### src/frc_cfg.svh
// Purpose: constants for the fifo reset and offset configuration block
// Assumes: included by its bare name
// Notes:   offsets are byte addresses of 32-bit registers
`ifndef FRC_CFG_SVH
`define FRC_CFG_SVH
`define FRC_DEPTH_DEF      1024
`define FRC_SYNC_CYC       2
`define FRC_PRESET_OFS_8   8
`define FRC_PRESET_OFS_16  16
`define FRC_PRESET_OFS_64  64
`define FRC_ADDR_CTRL      8'h00
`define FRC_ADDR_STATUS    8'h04
`define FRC_ADDR_OFFSETS   8'h08
`define FRC_ADDR_COUNT     8'h0C
`define FRC_CTRL_RST       0
`define FRC_CTRL_BUSW      1
`define FRC_ST_SPACE       0
`define FRC_ST_DATA        1
`define FRC_ST_NEMPTY      2
`define FRC_ST_NFULL       3
`define FRC_ST_MB1         4
`define FRC_ST_MB2         5
`define FRC_ST_FALL_THROUGH_MODE        6
`define FRC_ST_BIGEND      7
`define FRC_ST_PROG        8
`define FRC_ST_SERIAL      9
`define FRC_AXI_OKAY       2'h0
`define FRC_AXI_SLVERR     2'h2
`endif

### src/frc_pkg.sv
// Purpose: types for the fifo reset and offset configuration block
// Assumes: nothing
// Notes:   constants live in frc_cfg.svh
package frc_pkg;
  typedef enum logic [1:0] {FRC_PM_PRESET, FRC_PM_PARALLEL, FRC_PM_SERIAL} frc_prog_t;
  typedef enum logic [1:0] {FRC_S_RESET, FRC_S_SETTLE, FRC_S_PROG, FRC_S_RUN} frc_state_t;
  typedef struct packed {
    logic [7:0]  awaddr;
    logic        awvalid;
    logic [31:0] wdata;
    logic [3:0]  wstrb;
    logic        wvalid;
    logic        bready;
    logic [7:0]  araddr;
    logic        arvalid;
    logic        rready;
  } frc_axi_req_t;
  typedef struct packed {
    logic        awready;
    logic        wready;
    logic [1:0]  bresp;
    logic        bvalid;
    logic        arready;
    logic [31:0] rdata;
    logic [1:0]  rresp;
    logic        rvalid;
  } frc_axi_rsp_t;
  typedef struct packed {
    logic        space_avail_flag;
    logic        data_avail_flag;
    logic        near_empty_flag_n;
    logic        near_full_flag_n;
    logic        mailbox1_full_n;
    logic        mailbox2_full_n;
  } frc_flags_t;
endpackage

### src/frc_reset_cfg.sv
// Operation
// - reset pins accepted anytime, asynchronously
// - reset clears pointers, sets flag levels
// - full reset forces mailbox flags high
// - space flag rises two cycles after reset; here it rises on the fourth edge after the synchronised release
// - reset release captures order, selects, method
// - flush reset keeps offsets, method, mode
// - order pin high sends MSB first
// - order pin low sends LSB first
// - full width bus ignores byte order
// - second edge after release picks mode
// - standard mode delivers words on reads
// - fall-through shows first word unread
// - serial-high with selects loads preset
// - first two writes load far, near
// - offsets accepted zero to depth minus one
// - parallel mode raises space before writes
// - serial bit shifts while enable low
// - stream loads far then near, MSB first
// - space flag high edge after last bit; here it goes high on the second edge after the last bit
// - near-empty low at or below offset
// - flush reset zeroes port b output
//
// Purpose: reset sequencing and offset programming of a synchronous fifo
// Assumes: one clock; reset pins are sampled after a two-flop synchroniser
// Notes:   the word count is a software-visible stand-in for the datapath
`include "frc_cfg.svh"
`timescale 1ns/1ps
`default_nettype none
module frc_reset_cfg #(
  parameter int DEPTH = `FRC_DEPTH_DEF
) (
  input  wire logic               core_clk_i,
  input  wire logic               reset_i,
  input  wire logic               full_reset_n_1_i,
  input  wire logic               full_reset_n_2_i,
  input  wire logic               flush_reset_n_i,
  input  wire logic               byte_order_timing_sel_i,
  input  wire logic               flag_sel0_serial_data_i,
  input  wire logic               flag_sel1_serial_en_n_i,
  input  wire logic               serial_prog_sel_n_i,
  input  wire logic               port_a_write_i,
  input  wire logic [35:0]        port_a_data_i,
  input  wire frc_pkg::frc_axi_req_t axi_req_i,
  output frc_pkg::frc_axi_rsp_t   axi_rsp_o,
  output frc_pkg::frc_flags_t     flags_o,
  output logic                    fall_through_mode_o,
  output logic                    big_endian_o,
  output logic [35:0]             port_b_data_o
);
  import frc_pkg::*;
  localparam int OW = $clog2(DEPTH);
  localparam int SBITS = 2 * OW;
  initial begin
    if (DEPTH != 1024 && DEPTH != 4096 && DEPTH != 16384)
      $error("depth must be 1024, 4096 or 16384");
  end

  ////////////////////////////////////////////////////////////////////////
  // reset pin synchronisers; stage one feeds stage two only
  logic [2:0] rst_s1_r;
  logic [2:0] rst_s2_r;
  always_ff @(posedge core_clk_i) begin
    if (reset_i) begin
      rst_s1_r <= 3'h0;
      rst_s2_r <= 3'h0;
    end else begin
      rst_s1_r <= {flush_reset_n_i, full_reset_n_2_i & full_reset_n_1_i, 1'b1};
      rst_s2_r <= rst_s1_r;
    end
  end
  logic full_n_s;
  logic flush_n_s;
  logic full_n_d_r;
  assign full_n_s  = rst_s2_r[1];
  assign flush_n_s = rst_s2_r[2];
  logic in_reset;
  logic full_rise;
  assign in_reset  = !full_n_s || !flush_n_s || reset_i;
  assign full_rise = full_n_s && !full_n_d_r;
  always_ff @(posedge core_clk_i) begin
    if (reset_i) full_n_d_r <= 1'b0;
    else         full_n_d_r <= full_n_s;
  end

  ////////////////////////////////////////////////////////////////////////
  // configuration captured at full reset release; flush leaves it alone
  frc_prog_t  prog_mode_r;
  logic [1:0] fsel_r;
  always_ff @(posedge core_clk_i) begin
    if (reset_i) begin
      prog_mode_r  <= FRC_PM_PRESET;
      fsel_r       <= 2'h0;
      big_endian_o <= 1'b0;
    end else if (full_rise) begin
      big_endian_o <= byte_order_timing_sel_i;
      fsel_r       <= {flag_sel1_serial_en_n_i, flag_sel0_serial_data_i};
      if (serial_prog_sel_n_i)
        prog_mode_r <= (flag_sel1_serial_en_n_i | flag_sel0_serial_data_i)
                       ? FRC_PM_PRESET : FRC_PM_PARALLEL;
      else
        prog_mode_r <= FRC_PM_SERIAL;
    end
  end

  // timing mode sampled at the second edge after release
  logic [1:0] rel_cnt_r;
  always_ff @(posedge core_clk_i) begin
    if (reset_i || !full_n_s) begin
      rel_cnt_r           <= 2'h0;
      if (reset_i) fall_through_mode_o <= 1'b0;
    end else if (rel_cnt_r != 2'h2) begin
      rel_cnt_r <= rel_cnt_r + 2'h1;
      if (rel_cnt_r == 2'h1) fall_through_mode_o <= !byte_order_timing_sel_i;
    end
  end

  ////////////////////////////////////////////////////////////////////////
  // sequencer: reset, settle two cycles, optional programming, run
  frc_state_t state_r;
  logic [1:0]          settle_r;
  logic                prog_done;
  logic [$clog2(SBITS+1)-1:0] sbit_r;
  logic                pwr_r;
  always_ff @(posedge core_clk_i) begin
    if (in_reset) begin
      state_r  <= FRC_S_RESET;
      settle_r <= 2'h0;
    end else begin
      case (state_r)
        FRC_S_RESET: state_r <= FRC_S_SETTLE;
        FRC_S_SETTLE: begin
          settle_r <= settle_r + 2'h1;
          if (settle_r == 2'(`FRC_SYNC_CYC - 1))
            state_r <= (prog_mode_r == FRC_PM_PRESET) ? FRC_S_RUN : FRC_S_PROG;
        end
        FRC_S_PROG: if (prog_done) state_r <= FRC_S_RUN;
        FRC_S_RUN: state_r <= FRC_S_RUN;
        default: state_r <= FRC_S_RESET;
      endcase
    end
  end
  assign prog_done = (prog_mode_r == FRC_PM_SERIAL) ? (sbit_r == SBITS[$bits(sbit_r)-1:0])
                                                    : pwr_r;

  ////////////////////////////////////////////////////////////////////////
  // offset registers: preset, parallel over port a, or serial
  logic [OW-1:0] near_empty_ofs_r;
  logic [OW-1:0] near_full_ofs_r;
  logic          par_idx_r;
  logic          pwrite;
  assign pwrite = state_r == FRC_S_PROG && prog_mode_r == FRC_PM_PARALLEL && port_a_write_i;
  always_ff @(posedge core_clk_i) begin
    if (reset_i) begin
      near_empty_ofs_r <= OW'(`FRC_PRESET_OFS_8);
      near_full_ofs_r  <= OW'(`FRC_PRESET_OFS_8);
      par_idx_r        <= 1'b0;
      pwr_r            <= 1'b0;
      sbit_r           <= '0;
    end else if (full_rise) begin
      par_idx_r <= 1'b0;
      pwr_r     <= 1'b0;
      sbit_r    <= '0;
      if (serial_prog_sel_n_i && (flag_sel0_serial_data_i | flag_sel1_serial_en_n_i)) begin
        case ({flag_sel1_serial_en_n_i, flag_sel0_serial_data_i})
          2'h3:    near_empty_ofs_r <= OW'(`FRC_PRESET_OFS_64);
          2'h2:    near_empty_ofs_r <= OW'(`FRC_PRESET_OFS_16);
          default: near_empty_ofs_r <= OW'(`FRC_PRESET_OFS_8);
        endcase
        case ({flag_sel1_serial_en_n_i, flag_sel0_serial_data_i})
          2'h3:    near_full_ofs_r <= OW'(`FRC_PRESET_OFS_64);
          2'h2:    near_full_ofs_r <= OW'(`FRC_PRESET_OFS_16);
          default: near_full_ofs_r <= OW'(`FRC_PRESET_OFS_8);
        endcase
      end
    end else if (pwrite) begin
      // far offset first, then near; the low OW data bits carry the offset, bit OW-1 is the msb
      if (!par_idx_r) near_full_ofs_r <= port_a_data_i[OW-1:0];
      else begin
        near_empty_ofs_r <= port_a_data_i[OW-1:0];
        pwr_r            <= 1'b1;
      end
      par_idx_r <= 1'b1;
    end else if (state_r == FRC_S_PROG && prog_mode_r == FRC_PM_SERIAL &&
                 !flag_sel1_serial_en_n_i && !prog_done) begin
      // one shift register across both offsets, far offset msb enters first
      {near_full_ofs_r, near_empty_ofs_r} <= {near_full_ofs_r[OW-2:0], near_empty_ofs_r,
                                              flag_sel0_serial_data_i};
      sbit_r <= sbit_r + 1'b1;
    end
  end

  ////////////////////////////////////////////////////////////////////////
  // stand-in occupancy: axi sets it so thresholds can be exercised
  logic [OW:0] count_r;
  logic        count_wr;
  logic [31:0] wdata_l;
  // flags; reset forces levels, parallel mode raises space before writes
  always_ff @(posedge core_clk_i) begin
    if (in_reset) begin
      flags_o <= '{space_avail_flag:1'b0, data_avail_flag:1'b0, near_empty_flag_n:1'b0,
                   near_full_flag_n:1'b1, mailbox1_full_n:1'b1, mailbox2_full_n:1'b1};
    end else begin
      flags_o.space_avail_flag <= (state_r == FRC_S_RUN ||
                                   (state_r == FRC_S_PROG && prog_mode_r == FRC_PM_PARALLEL))
                                  && count_r < (OW+1)'(DEPTH);
      flags_o.data_avail_flag  <= state_r == FRC_S_RUN && count_r != '0;
      flags_o.near_empty_flag_n <= state_r == FRC_S_RUN && count_r > {1'b0, near_empty_ofs_r};
      flags_o.near_full_flag_n  <= !(state_r == FRC_S_RUN &&
                                     count_r >= (OW+1)'(DEPTH) - {1'b0, near_full_ofs_r});
    end
  end

  // port b output register: zero on any reset, else shows word lane order
  always_ff @(posedge core_clk_i) begin
    if (in_reset) port_b_data_o <= 36'h0;
    else if (count_wr && state_r == FRC_S_RUN) begin
      if (busw_r || !big_endian_o)
        port_b_data_o <= port_a_data_i;
      else
        port_b_data_o <= {port_a_data_i[8:0], port_a_data_i[17:9],
                          port_a_data_i[26:18], port_a_data_i[35:27]};
    end
  end

  ////////////////////////////////////////////////////////////////////////
  // axi4-lite slave; one write and one read outstanding
  logic        aw_got_r;
  logic        w_got_r;
  logic [7:0]  awaddr_r;
  logic [31:0] wdata_r;
  logic        busw_r;
  logic        bvalid_r;
  logic [1:0]  bresp_r;
  logic        rvalid_r;
  logic [31:0] rdata_r;
  logic [1:0]  rresp_r;
  // one driver for the whole packed response; fields cannot mix drivers
  assign axi_rsp_o = '{awready: !aw_got_r && !bvalid_r, wready: !w_got_r && !bvalid_r,
                       bresp: bresp_r, bvalid: bvalid_r, arready: !rvalid_r,
                       rdata: rdata_r, rresp: rresp_r, rvalid: rvalid_r};
  logic aw_now;
  logic w_now;
  logic [7:0] wa;
  assign aw_now  = aw_got_r || (axi_req_i.awvalid && axi_rsp_o.awready);
  assign w_now   = w_got_r || (axi_req_i.wvalid && axi_rsp_o.wready);
  assign wa      = aw_got_r ? awaddr_r : axi_req_i.awaddr;
  assign wdata_l = w_got_r ? wdata_r : axi_req_i.wdata;
  logic wr_fire;
  assign wr_fire  = aw_now && w_now && !axi_rsp_o.bvalid;
  assign count_wr = wr_fire && wa == `FRC_ADDR_COUNT;
  always_ff @(posedge core_clk_i) begin
    if (reset_i) begin
      aw_got_r <= 1'b0;
      w_got_r  <= 1'b0;
      awaddr_r <= 8'h00;
      wdata_r  <= 32'h0;
      bvalid_r <= 1'b0;
      bresp_r  <= `FRC_AXI_OKAY;
      busw_r   <= 1'b0;
      count_r  <= '0;
    end else begin
      if (axi_req_i.awvalid && axi_rsp_o.awready) begin
        aw_got_r <= 1'b1;
        awaddr_r <= axi_req_i.awaddr;
      end
      if (axi_req_i.wvalid && axi_rsp_o.wready) begin
        w_got_r <= 1'b1;
        wdata_r <= axi_req_i.wdata;
      end
      if (wr_fire) begin
        aw_got_r <= 1'b0;
        w_got_r  <= 1'b0;
        bvalid_r <= 1'b1;
        bresp_r  <= (wa == `FRC_ADDR_CTRL || wa == `FRC_ADDR_COUNT)
                    ? `FRC_AXI_OKAY : `FRC_AXI_SLVERR;
        if (wa == `FRC_ADDR_CTRL) busw_r <= wdata_l[`FRC_CTRL_BUSW];
      end else if (bvalid_r && axi_req_i.bready)
        bvalid_r <= 1'b0;
      if (in_reset) count_r <= '0;
      else if (count_wr) count_r <= wdata_l[OW:0];
    end
  end

  // read channel: one cycle from address to data
  always_ff @(posedge core_clk_i) begin
    if (reset_i) begin
      rvalid_r <= 1'b0;
      rdata_r  <= 32'h0;
      rresp_r  <= `FRC_AXI_OKAY;
    end else if (axi_req_i.arvalid && !rvalid_r) begin
      rvalid_r <= 1'b1;
      rresp_r  <= `FRC_AXI_OKAY;
      case (axi_req_i.araddr)
        `FRC_ADDR_CTRL:    rdata_r <= {30'h0, busw_r, 1'b0};
        `FRC_ADDR_STATUS:  rdata_r <= {22'h0, prog_mode_r == FRC_PM_SERIAL,
                                               state_r == FRC_S_PROG, big_endian_o,
                                               fall_through_mode_o, flags_o.mailbox2_full_n,
                                               flags_o.mailbox1_full_n, flags_o.near_full_flag_n,
                                               flags_o.near_empty_flag_n,
                                               flags_o.data_avail_flag, flags_o.space_avail_flag};
        `FRC_ADDR_OFFSETS: rdata_r <= {2'h0, 14'(near_full_ofs_r),
                                       2'h0, 14'(near_empty_ofs_r)};
        `FRC_ADDR_COUNT:   rdata_r <= 32'(count_r);
        default: begin
          rdata_r <= 32'h0;
          rresp_r <= `FRC_AXI_SLVERR;
        end
      endcase
    end else if (rvalid_r && axi_req_i.rready)
      rvalid_r <= 1'b0;
  end

  ////////////////////////////////////////////////////////////////////////
  // checks
  space_low_rst_a: assert property (@(posedge core_clk_i) disable iff (reset_i)
    in_reset |=> !flags_o.space_avail_flag) else $error("space flag high in reset");
  mbox_high_a: assert property (@(posedge core_clk_i) disable iff (reset_i)
    in_reset |=> flags_o.mailbox1_full_n && flags_o.mailbox2_full_n)
    else $error("mailbox flags low in reset");
  space_after_a: assert property (@(posedge core_clk_i) disable iff (reset_i)
    $rose(flags_o.space_avail_flag)
    |-> !$past(in_reset, 1) && !$past(in_reset, 2))
    else $error("space flag rose too early");
  portb_zero_a: assert property (@(posedge core_clk_i) disable iff (reset_i)
    in_reset |=> port_b_data_o == 36'h0) else $error("port b not cleared");
  serial_hold_a: assert property (@(posedge core_clk_i) disable iff (reset_i)
    state_r == FRC_S_PROG && prog_mode_r == FRC_PM_SERIAL |=> !flags_o.space_avail_flag)
    else $error("space flag high during serial load");
  mode_pick_a: assert property (@(posedge core_clk_i) disable iff (reset_i)
    full_rise ##1 !in_reset |=> fall_through_mode_o == !$past(byte_order_timing_sel_i))
    else $error("timing mode not sampled");
  ne_level_a: assert property (@(posedge core_clk_i) disable iff (reset_i || in_reset)
    state_r == FRC_S_RUN && $stable(count_r) && count_r <= {1'b0, near_empty_ofs_r}
    |=> !flags_o.near_empty_flag_n) else $error("near empty flag wrong");
  ofs_keep_a: assert property (@(posedge core_clk_i) disable iff (reset_i)
    !flush_n_s && full_n_s && !full_rise |=> $stable(near_empty_ofs_r))
    else $error("flush changed offsets");
  cov_serial_c: cover property (@(posedge core_clk_i) state_r == FRC_S_PROG
    && prog_mode_r == FRC_PM_SERIAL ##1 state_r == FRC_S_RUN);
  cov_par_c: cover property (@(posedge core_clk_i) pwrite && par_idx_r);
  cov_flush_c: cover property (@(posedge core_clk_i) !flush_n_s && state_r == FRC_S_RESET);
endmodule
`default_nettype wire

### config.mk
export PLATFORM = sky130hd
export DESIGN_NAME = frc_reset_cfg
export DESIGN_NICKNAME = d
export VERILOG_FILES = /design/src/frc_pkg.sv /design/src/frc_reset_cfg.sv
export VERILOG_INCLUDE_DIRS = /design/src /design/src/src
export SDC_FILE = /design/constraint.sdc
export NUM_CORES = 1
export LEC_CHECK = 0
export BUFFER_PORTS_ARGS = -buffer_cell sky130_fd_sc_hd__buf_2
export CORE_UTILIZATION = 35
export DETAILED_ROUTE_END_ITERATION = 10
export PLACE_DENSITY = 0.6
export SYNTH_ARGS = -nofsm -noshare
export SYNTH_HDL_FRONTEND = slang
export SYNTH_SLANG_ARGS = --single-unit
### constraint.sdc
create_clock -name core_clk_i -period 6.6 [get_ports core_clk_i]
set_clock_uncertainty 0.05 [all_clocks]
set_input_delay 0.33 -clock core_clk_i [delete_from_list [all_inputs] [get_ports core_clk_i]]
set_output_delay 0.33 -clock core_clk_i [all_outputs]
set_load 0.02 [all_outputs]
==> metrics.md, run 1 <==
| Metric | Value |
|---|---|
| Status | `finished clean` |
| Critical Path Source Type | `register` |
| YS warnings | `0` |
| P_leak | `0.00350 uW` |
| Critical path required time | `6.89 ns` |
| Worst hold path depth | `2` |
| Top cell type's share of synthesized area | `0.396` |
| CTS clock-pin slew for the worst setup and hold paths | `0.07 ns` |
| Area delta synth->final | `20.1%` |
| Pint | `1460 uW` |
| Worst VDD drop | `165 uV` |
| Worst R2R Path Depth | `5` |
| Standard-cell rows | `51` |
| Initial antenna violation count | `0` |
| Share of layout cells above drive strength 1 | `0.281` |
| Synth cell count leaders | `dfxtp_1, nor2_1, nand2_1` |
| Die Height | `144 um` |
| Final ANT Viol Nets | `0` |
| Area contributors post-synth | `dfxtp_1, mux2i_1, a211oi_2` |
| Post-CTS setup buffer count | `0` |
| Post-CTS Hold Fix Bufs | `0` |
| Vias | `5854` |
| Dpl hpwl | `12800 um` |
| GRT Total Usage | `0.177` |
| First-pass GRT wire length | `28000 um` |
| NumNets Final | `1030` |
| Number of inserted diodes | `0` |
| # setup viols final | `0` |
| Clock share of power | `0.486` |
| Boundary Pins | `188` |
| HP Class | `input port to register` |
| Async set or reset register ratio after synthesis | `0` |
| Slew margin rel. | `0.297` |
| Period utilisation layout | `0.420` |
| Power density over the cells | `237 nW/um^2` |
| Clk sinks | `140` |
| Placed instance area | `7850 sq um` |
| Fin crit period | `2.77 ns` |
| Grt total ovfl | `0` |
| Initial drt markers | `337` |
| Drc violations | `0` |
| Ys flop type | `dfxtp_1` |
| PostCTS Resize Cnt | `0` |
| Crit path kind | `register to register` |
| Fmax | `361 MHz` |
| Max Cap Violations | `0` |
| Setup crit end kind | `register` |
| Die Width | `144 um` |
| Clock Path Buffers | `2` |
| RSZ-0062 raised after global routing | `false` |
| Drt total wl | `18000 um` |
| Synthesized area | `7030 sq um` |
| DR pass1 iterations | `5` |
| Critical Path AT | `3.06 ns` |
| Synth unique cells | `58` |
| Vias per cell | `4.97` |
| CTS H-tree lvls | `4` |
| Largest net degree at the start of global routing | `73` |
| Worst hold slack | `0.0390 ns` |
| Most common cell in the netlist | `dfxtp_1` |
| Initial Utilization | `0.359` |
| Setup TNS | `0 ns` |
| Post-synth EDFFs | `1` |
| Synth Area per Inst | `9.02 sq um` |
| CP max FO | `72` |
| Final hold vios | `0` |
| Via count of the first global-routing pass | `5277` |
| NetSw | `542 uW` |
| Combinational Power Share | `0.077` |
| Slowest-stage cell, CP | `and4bb_4` |
| Crit-path max cell delay | `0.99 ns` |
| Post-synthesis cell count | `780` |
| Total Power | `2010 uW` |
| Tightest Pin Transition | `1.05 ns` |
| Sequential cell area fraction in the yosys report | `0.400` |
| Root buf cell | `clkbuf_16` |
| Clock latency on the worst-skew pair | `0.42 ns` |
| Number of synthesized register bits | `140` |
| Area of the die | `20700 sq um` |
| Area of the core | `19600 sq um` |
| Input/output buffers | `147` |
| GP Congestion | `0.809` |
| Total clock buffers created by CTS | `17` |
| Final Cell Area | `8450 sq um` |
| Yosys top cell by area | `dfxtp_1` |
| Final Max Slew Viols | `0` |
| Switching Fraction | `0.270` |
| Register share of total power | `0.437` |
| DR WL/cell | `15.3 um` |
| Cell breakdown of the critical path | `or3b_1 > a211o_1 > and4bb_4 > nor2_1 > a211oi_2` |
| CTS tree | `yes` |
-- routing by layer --
layer	up-vias	wire (um)	track usage
met4	0	231	0.0599
met1	2713	8600	0.240
li1	2983	-	-
met5	-	0	0
met3	14	739	0.0390
met2	144	8420	0.276
-- worst paths after layout --
| check | start | slack [ns] | end |
|---|---|---|---|
| max reg2reg | aw_got_r$_SDFFE_PP0P_ | 3.83 | port_b_data_o[30]$_SDFFE_PP0P_ |
| max | aw_got_r$_SDFFE_PP0P_ | 3.83 | port_b_data_o[30]$_SDFFE_PP0P_ |
| min | axi_req_i[0] | 0.04 | rvalid_r$_SDFFE_PP0P_ |
| min reg2reg | rst_s1_r[1]$_SDFF_PP0_ | 0.39 | rst_s2_r[1]$_SDFF_PP0_ |
-- layout by cell type (no fill, tap or decap), drive strengths merged, types with 8 or more instances in the layout --
master,instances
nor2b,12
nand2,69
inv,39
a21oi,50
conb,15
buf,154
clkbuf,17
mux2,12
a22oi,18
nand3,11
a31o,14
ha,27
xor2,8
mux2i,59
dfxtp,139
nor2,105
o21ai,19
nor3,25
nor4,10
a211oi,41
-- sequential cells by signal (all words and copies together), names as in the netlist, 5 cells and up --
name,count
near_empty_ofs_r,10
rdata_r,21
near_full_ofs_r,10
sbit_r,5
count_r,11
wdata_r,11
awaddr_r,8
port_b_data_o,36
-- cell type report --
class	instances	area (sq um)
fillers	1989	11100
multi-input cells	559	3810
flip-flops and latches	140	2810
repair buffers	154	788
clock buffers	17	425
well taps	265	332
clock inverters	15	173
inverters	28	105
-- cells by family (layout without fill, tap and decap cells) --
logic type	count (synthesis)	in the layout	share of synthesized area
AND/OR/NAND/NOR	256	256	0.166
AO/OA/AOI/OAI	174	174	0.193
flip-flops	140	140	0.400
buffers and inverters	94	214	0.0669
multiplexers	72	72	0.106
adder cells (fa/ha/maj)	27	27	0.0480
XOR/XNOR	15	15	0.0187
other	2	15	0.00107
-- critical path: cells and delay by family (launching register included) --
family | cells | cell delay (ns)
AOI/OAI and AO/OA | 2 | 0.52
and+or+nand+nor | 3 | 1.50
DFF | 1 | 0.55
-- through the flow --
| step | instances | setup WS (ns) | util |
|---|---|---|---|
| 2_1_floorplan | 793 | 4.49 | - |
| 3_3_place_gp | 1146 | 3.52 | 0.401 |
| 3_5_place_dp | 1146 | 3.52 | 0.401 |
| 4_1_cts | 1178 | 3.79 | 0.431 |
| 5_1_grt | 1178 | 3.61 | 0.431 |
| 6_report | 1178 | 3.83 | 0.431 |
-- power groups by stage --
stage / Combinational (uW) / Sequential [uW] / Clock, uW
floorplan: 109 / 890 / 0
CTS: 155 / 876 / 1000
global placement: 154 / 895 / 0
finish: 154 / 876 / 975
detailed placement: 154 / 895 / 0
global route: 171 / 878 / 1040
(Power assumes the default switching activity.)
==> run 2: changes to the inputs <==
--- a/config.mk
+++ b/config.mk
@@ -6,10 +6,11 @@
 export SDC_FILE = /design/constraint.sdc
 export NUM_CORES = 1
 export LEC_CHECK = 0
+export ABC_AREA = 1
 export BUFFER_PORTS_ARGS = -buffer_cell sky130_fd_sc_hd__buf_2
 export CORE_UTILIZATION = 35
 export DETAILED_ROUTE_END_ITERATION = 10
-export PLACE_DENSITY = 0.6
+export PLACE_DENSITY = 0.59
 export SYNTH_ARGS = -nofsm -noshare
 export SYNTH_HDL_FRONTEND = slang
 export SYNTH_SLANG_ARGS = --single-unit
==> constraint.sdc (replaced) <==
create_clock -name core_clk_i -period 2.8 [get_ports core_clk_i]
set_clock_uncertainty 0.05 [all_clocks]
set_input_delay 0.14 -clock core_clk_i [delete_from_list [all_inputs] [get_ports core_clk_i]]
set_output_delay 0.14 -clock core_clk_i [all_outputs]
set_load 0.02 [all_outputs]
==> run 2 against run 1 <==
Against the previous run:
- combinational power rose to 3.3 times the previous value
- sequential share of layout area decreased by 2.7 points
- cell area grew 8.8%
==> metrics.md, run 2 <==
| Metric | Value |
|---|---|
| Final Cell Area | `9190 sq um` |
| Switching Fraction | `0.261` |
| Area contributors post-synth | `dfxtp_1, nand2_1, nor2_1` |
| Via count of the first global-routing pass | `6189` |
| Grt total ovfl | `0` |
| CTS H-tree lvls | `4` |
| DR WL/cell | `12.9 um` |
| Dpl hpwl | `14800 um` |
| Clock share of power | `0.454` |
| Clock latency on the worst-skew pair | `0.42 ns` |
| GP Congestion | `0.844` |
| Root buf cell | `clkbuf_16` |
| Drt total wl | `19900 um` |
| NumNets Final | `1382` |
| GR Layer Usage met1 | `0.240` |
| GRT met2 Usage | `0.296` |
| Final Core Density | `0.439` |
| Initial drt markers | `440` |
| P_leak | `0.00451 uW` |
| Main combinational cell family by area after synthesis | `simple AND/OR/NAND/NOR gates` |
| Commonest non-fill, non-tap cell in the layout | `nand2_1` |
| Synth unique cells | `41` |
| Final Max Slew Viols | `0` |
| Crit-path max cell delay | `0.37 ns` |
| Input/output buffers | `147` |
| Clock Path Buffers | `2` |
| Largest registers | `port_b_data_o: 36 flops, rdata_r: 21 flops` |
| Largest Register | `port_b_data_o` |
| Post-Layout Cell Count | `1540` |
| Post-synthesis cell count | `1095` |
| Boundary Pins | `188` |
| Synth Area in Compound Gates | `0.0946` |
| Top cell type's share of synthesized area | `0.372` |
| Critical Path Source Type | `register` |
| Placed instance area | `8370 sq um` |
| NetSw | `1240 uW` |
| Synth cell count leaders | `nand2_1, nor2_1, dfxtp_1` |
| Number of synthesized register bits | `140` |
| GRT Total Usage | `0.181` |
| Setup TNS | `0 ns` |
| Post-CTS setup buffer count | `0` |
| Worst VDD drop | `323 uV` |
| RSZ-0062 raised after global routing | `false` |
| Area of the die | `21900 sq um` |
| Number of inserted diodes | `0` |
| Placed Cells | `1481` |
| Clk sinks | `140` |
| Setup crit end kind | `register` |
| Slowest-stage cell, CP | `dfxtp_1` |
| Die Height | `148 um` |
| Final ANT Viol Nets | `0` |
| Initial antenna violation count | `0` |
| Mux contribution to synthesized area | `0.0435` |
| Yosys top cell by area | `dfxtp_1` |
| Register share of total power | `0.440` |
| Standard-cell rows | `53` |
| Slew margin rel. | `0.390` |
| Power density over the cells | `518 nW/um^2` |
| Area delta synth->final | `23.0%` |
| Combinational Power Share | `0.106` |
| CP max FO | `5` |
| YS warnings | `0` |
| Simple-Gate Fraction of Synth Area | `0.322` |
| Max Cap Violations | `0` |
| XOR/XNOR Fraction of Synth Area | `0.00938` |
| Fin crit period | `2.22 ns` |
| # setup viols final | `0` |
| Period utilisation layout | `0.792` |
| Global routing's busiest layer | `met2` |
| PostCTS Resize Cnt | `0` |
| Ys flop type | `dfxtp_1` |
| Adder-cell area share of the yosys netlist | `0.0452` |
| First-pass GRT wire length | `31200 um` |
| Met3 usage in global routing | `0.0353` |
| Cell breakdown of the critical path | `inv_1 > ha_1 > nand3_1 > nor2_1 > nand2_1 > nor2_1 > nand3_1 > ha_1 > nand2_1 > nor2_1 > nand3b_1 > nand3_1 > o21ai_0` |
| CTS tree | `yes` |
| Post-synth EDFFs | `1` |
| Synth Area per Inst | `6.82 sq um` |
| Most common cell in the netlist | `nand2_1` |
| Vias | `7079` |
| Share of layout cells above drive strength 1 | `0.193` |
| Vias per cell | `4.60` |
| Pint | `3520 uW` |
| Tightest Pin Transition | `0.909 ns` |
| Critical path required time | `3.04 ns` |
| Initial Utilization | `0.357` |
| DR pass1 iterations | `5` |
| Async set or reset register ratio after synthesis | `0` |
| Status | `finished clean` |
| Fmax | `451 MHz` |
| Final hold vios | `0` |
| Area of the core | `21000 sq um` |
| Die Width | `148 um` |
| Sequential cell area fraction in the yosys report | `0.376` |
| Most frequent cells in the layout | `nand2_1, nor2_1, buf_2, dfxtp_1, inv_1` |
| Total clock buffers created by CTS | `17` |
| Synthesized area | `7470 sq um` |
| Drc violations | `0` |
| Critical Path AT | `2.45 ns` |
| HP Class | `input port to register` |
| Max reg flops | `36` |
| Largest net degree at the start of global routing | `47` |
| CTS clock-pin slew for the worst setup and hold paths | `0.06 ns` |
| Crit path kind | `register to register` |
==> run 2: logic make-up after synthesis <==
kind of cell / after synthesis
and+or+nand+nor: 574
buffers and inverters: 184
DFF: 140
AOI/OAI and AO/OA: 131
muxes: 29
adders and majority gates: 27
xor gates and xnor gates: 8
other: 2
==> run 2: worst paths after layout <==
| kind | to | slack [ns] | cells past startpoint | from |
|---|---|---|---|---|
| max reg2reg | flags_o[2]$_SDFF_PP1_ | 0.58 | 13 | near_full_ofs_r[0]$_SDFFE_PP0P_ |
| max | flags_o[2]$_SDFF_PP1_ | 0.58 | 13 | near_full_ofs_r[0]$_SDFFE_PP0P_ |
| min | port_b_data_o[28]$_SDFFE_PP0P_ | 0.02 | 5 | port_a_data_i[28] |
| min reg2reg | rst_s2_r[2]$_SDFF_PP0_ | 0.35 | 2 | rst_s1_r[2]$_SDFF_PP0_ |
==> run 2: repair_timing <==
| action | CTS | global route |
|---|---|---|
| setup endpoints to repair | 0 | 0 |
| endpoints found under the hold margin | 29 | 0 |
| hold buffers | 27 | 0 |
==> run 2: worst max-delay path: cells and delay by family (launching register included) <==
family | cells | cell delay [ns]
buffers and inverters | 1 | 0.10
AOI/OAI and AO/OA | 1 | 0.07
adders and majority gates | 2 | 0.51
and+or+nand+nor | 9 | 1.00
DFF | 1 | 0.37
==> run 2: area by class of cell <==
class | instances | area, sq um
fill | 2278 | 11800
multi-input combinational | 784 | 3910
sequential | 140 | 2810
timing repair buffer | 186 | 1110
clock buffer | 23 | 468
inverter | 123 | 462
tap | 275 | 344
clock inverter | 9 | 87.6
==> run 2: through the flow <==
step	worst slack (ns)	hold WS, ns	power, uW
final	0.581	0.0203	4760
after global routing	0.308	0.0360	4980
after CTS	0.558	0.00984	4820
after detailed placement	0.574	0.299	2620
after global placement	0.605	0.299	2610
after floorplan	0.856	0.182	2470
==> run 2: power by group through the flow <==
stage / registers [uW] / logic (uW) / clock network (uW)
2_1_floorplan: 2130 / 341 / 0
3_3_place_gp: 2140 / 471 / 0
3_5_place_dp: 2140 / 474 / 0
4_1_cts: 2100 / 505 / 2220
5_1_grt: 2100 / 566 / 2310
6_report: 2100 / 504 / 2160
==> run 2: per-layer routing <==
layer / wire length (um) / share of wire
met5: 0 / 0
met4: 318 / 0.016
met3: 763 / 0.038
met2: 9490 / 0.48
met1: 9290 / 0.47
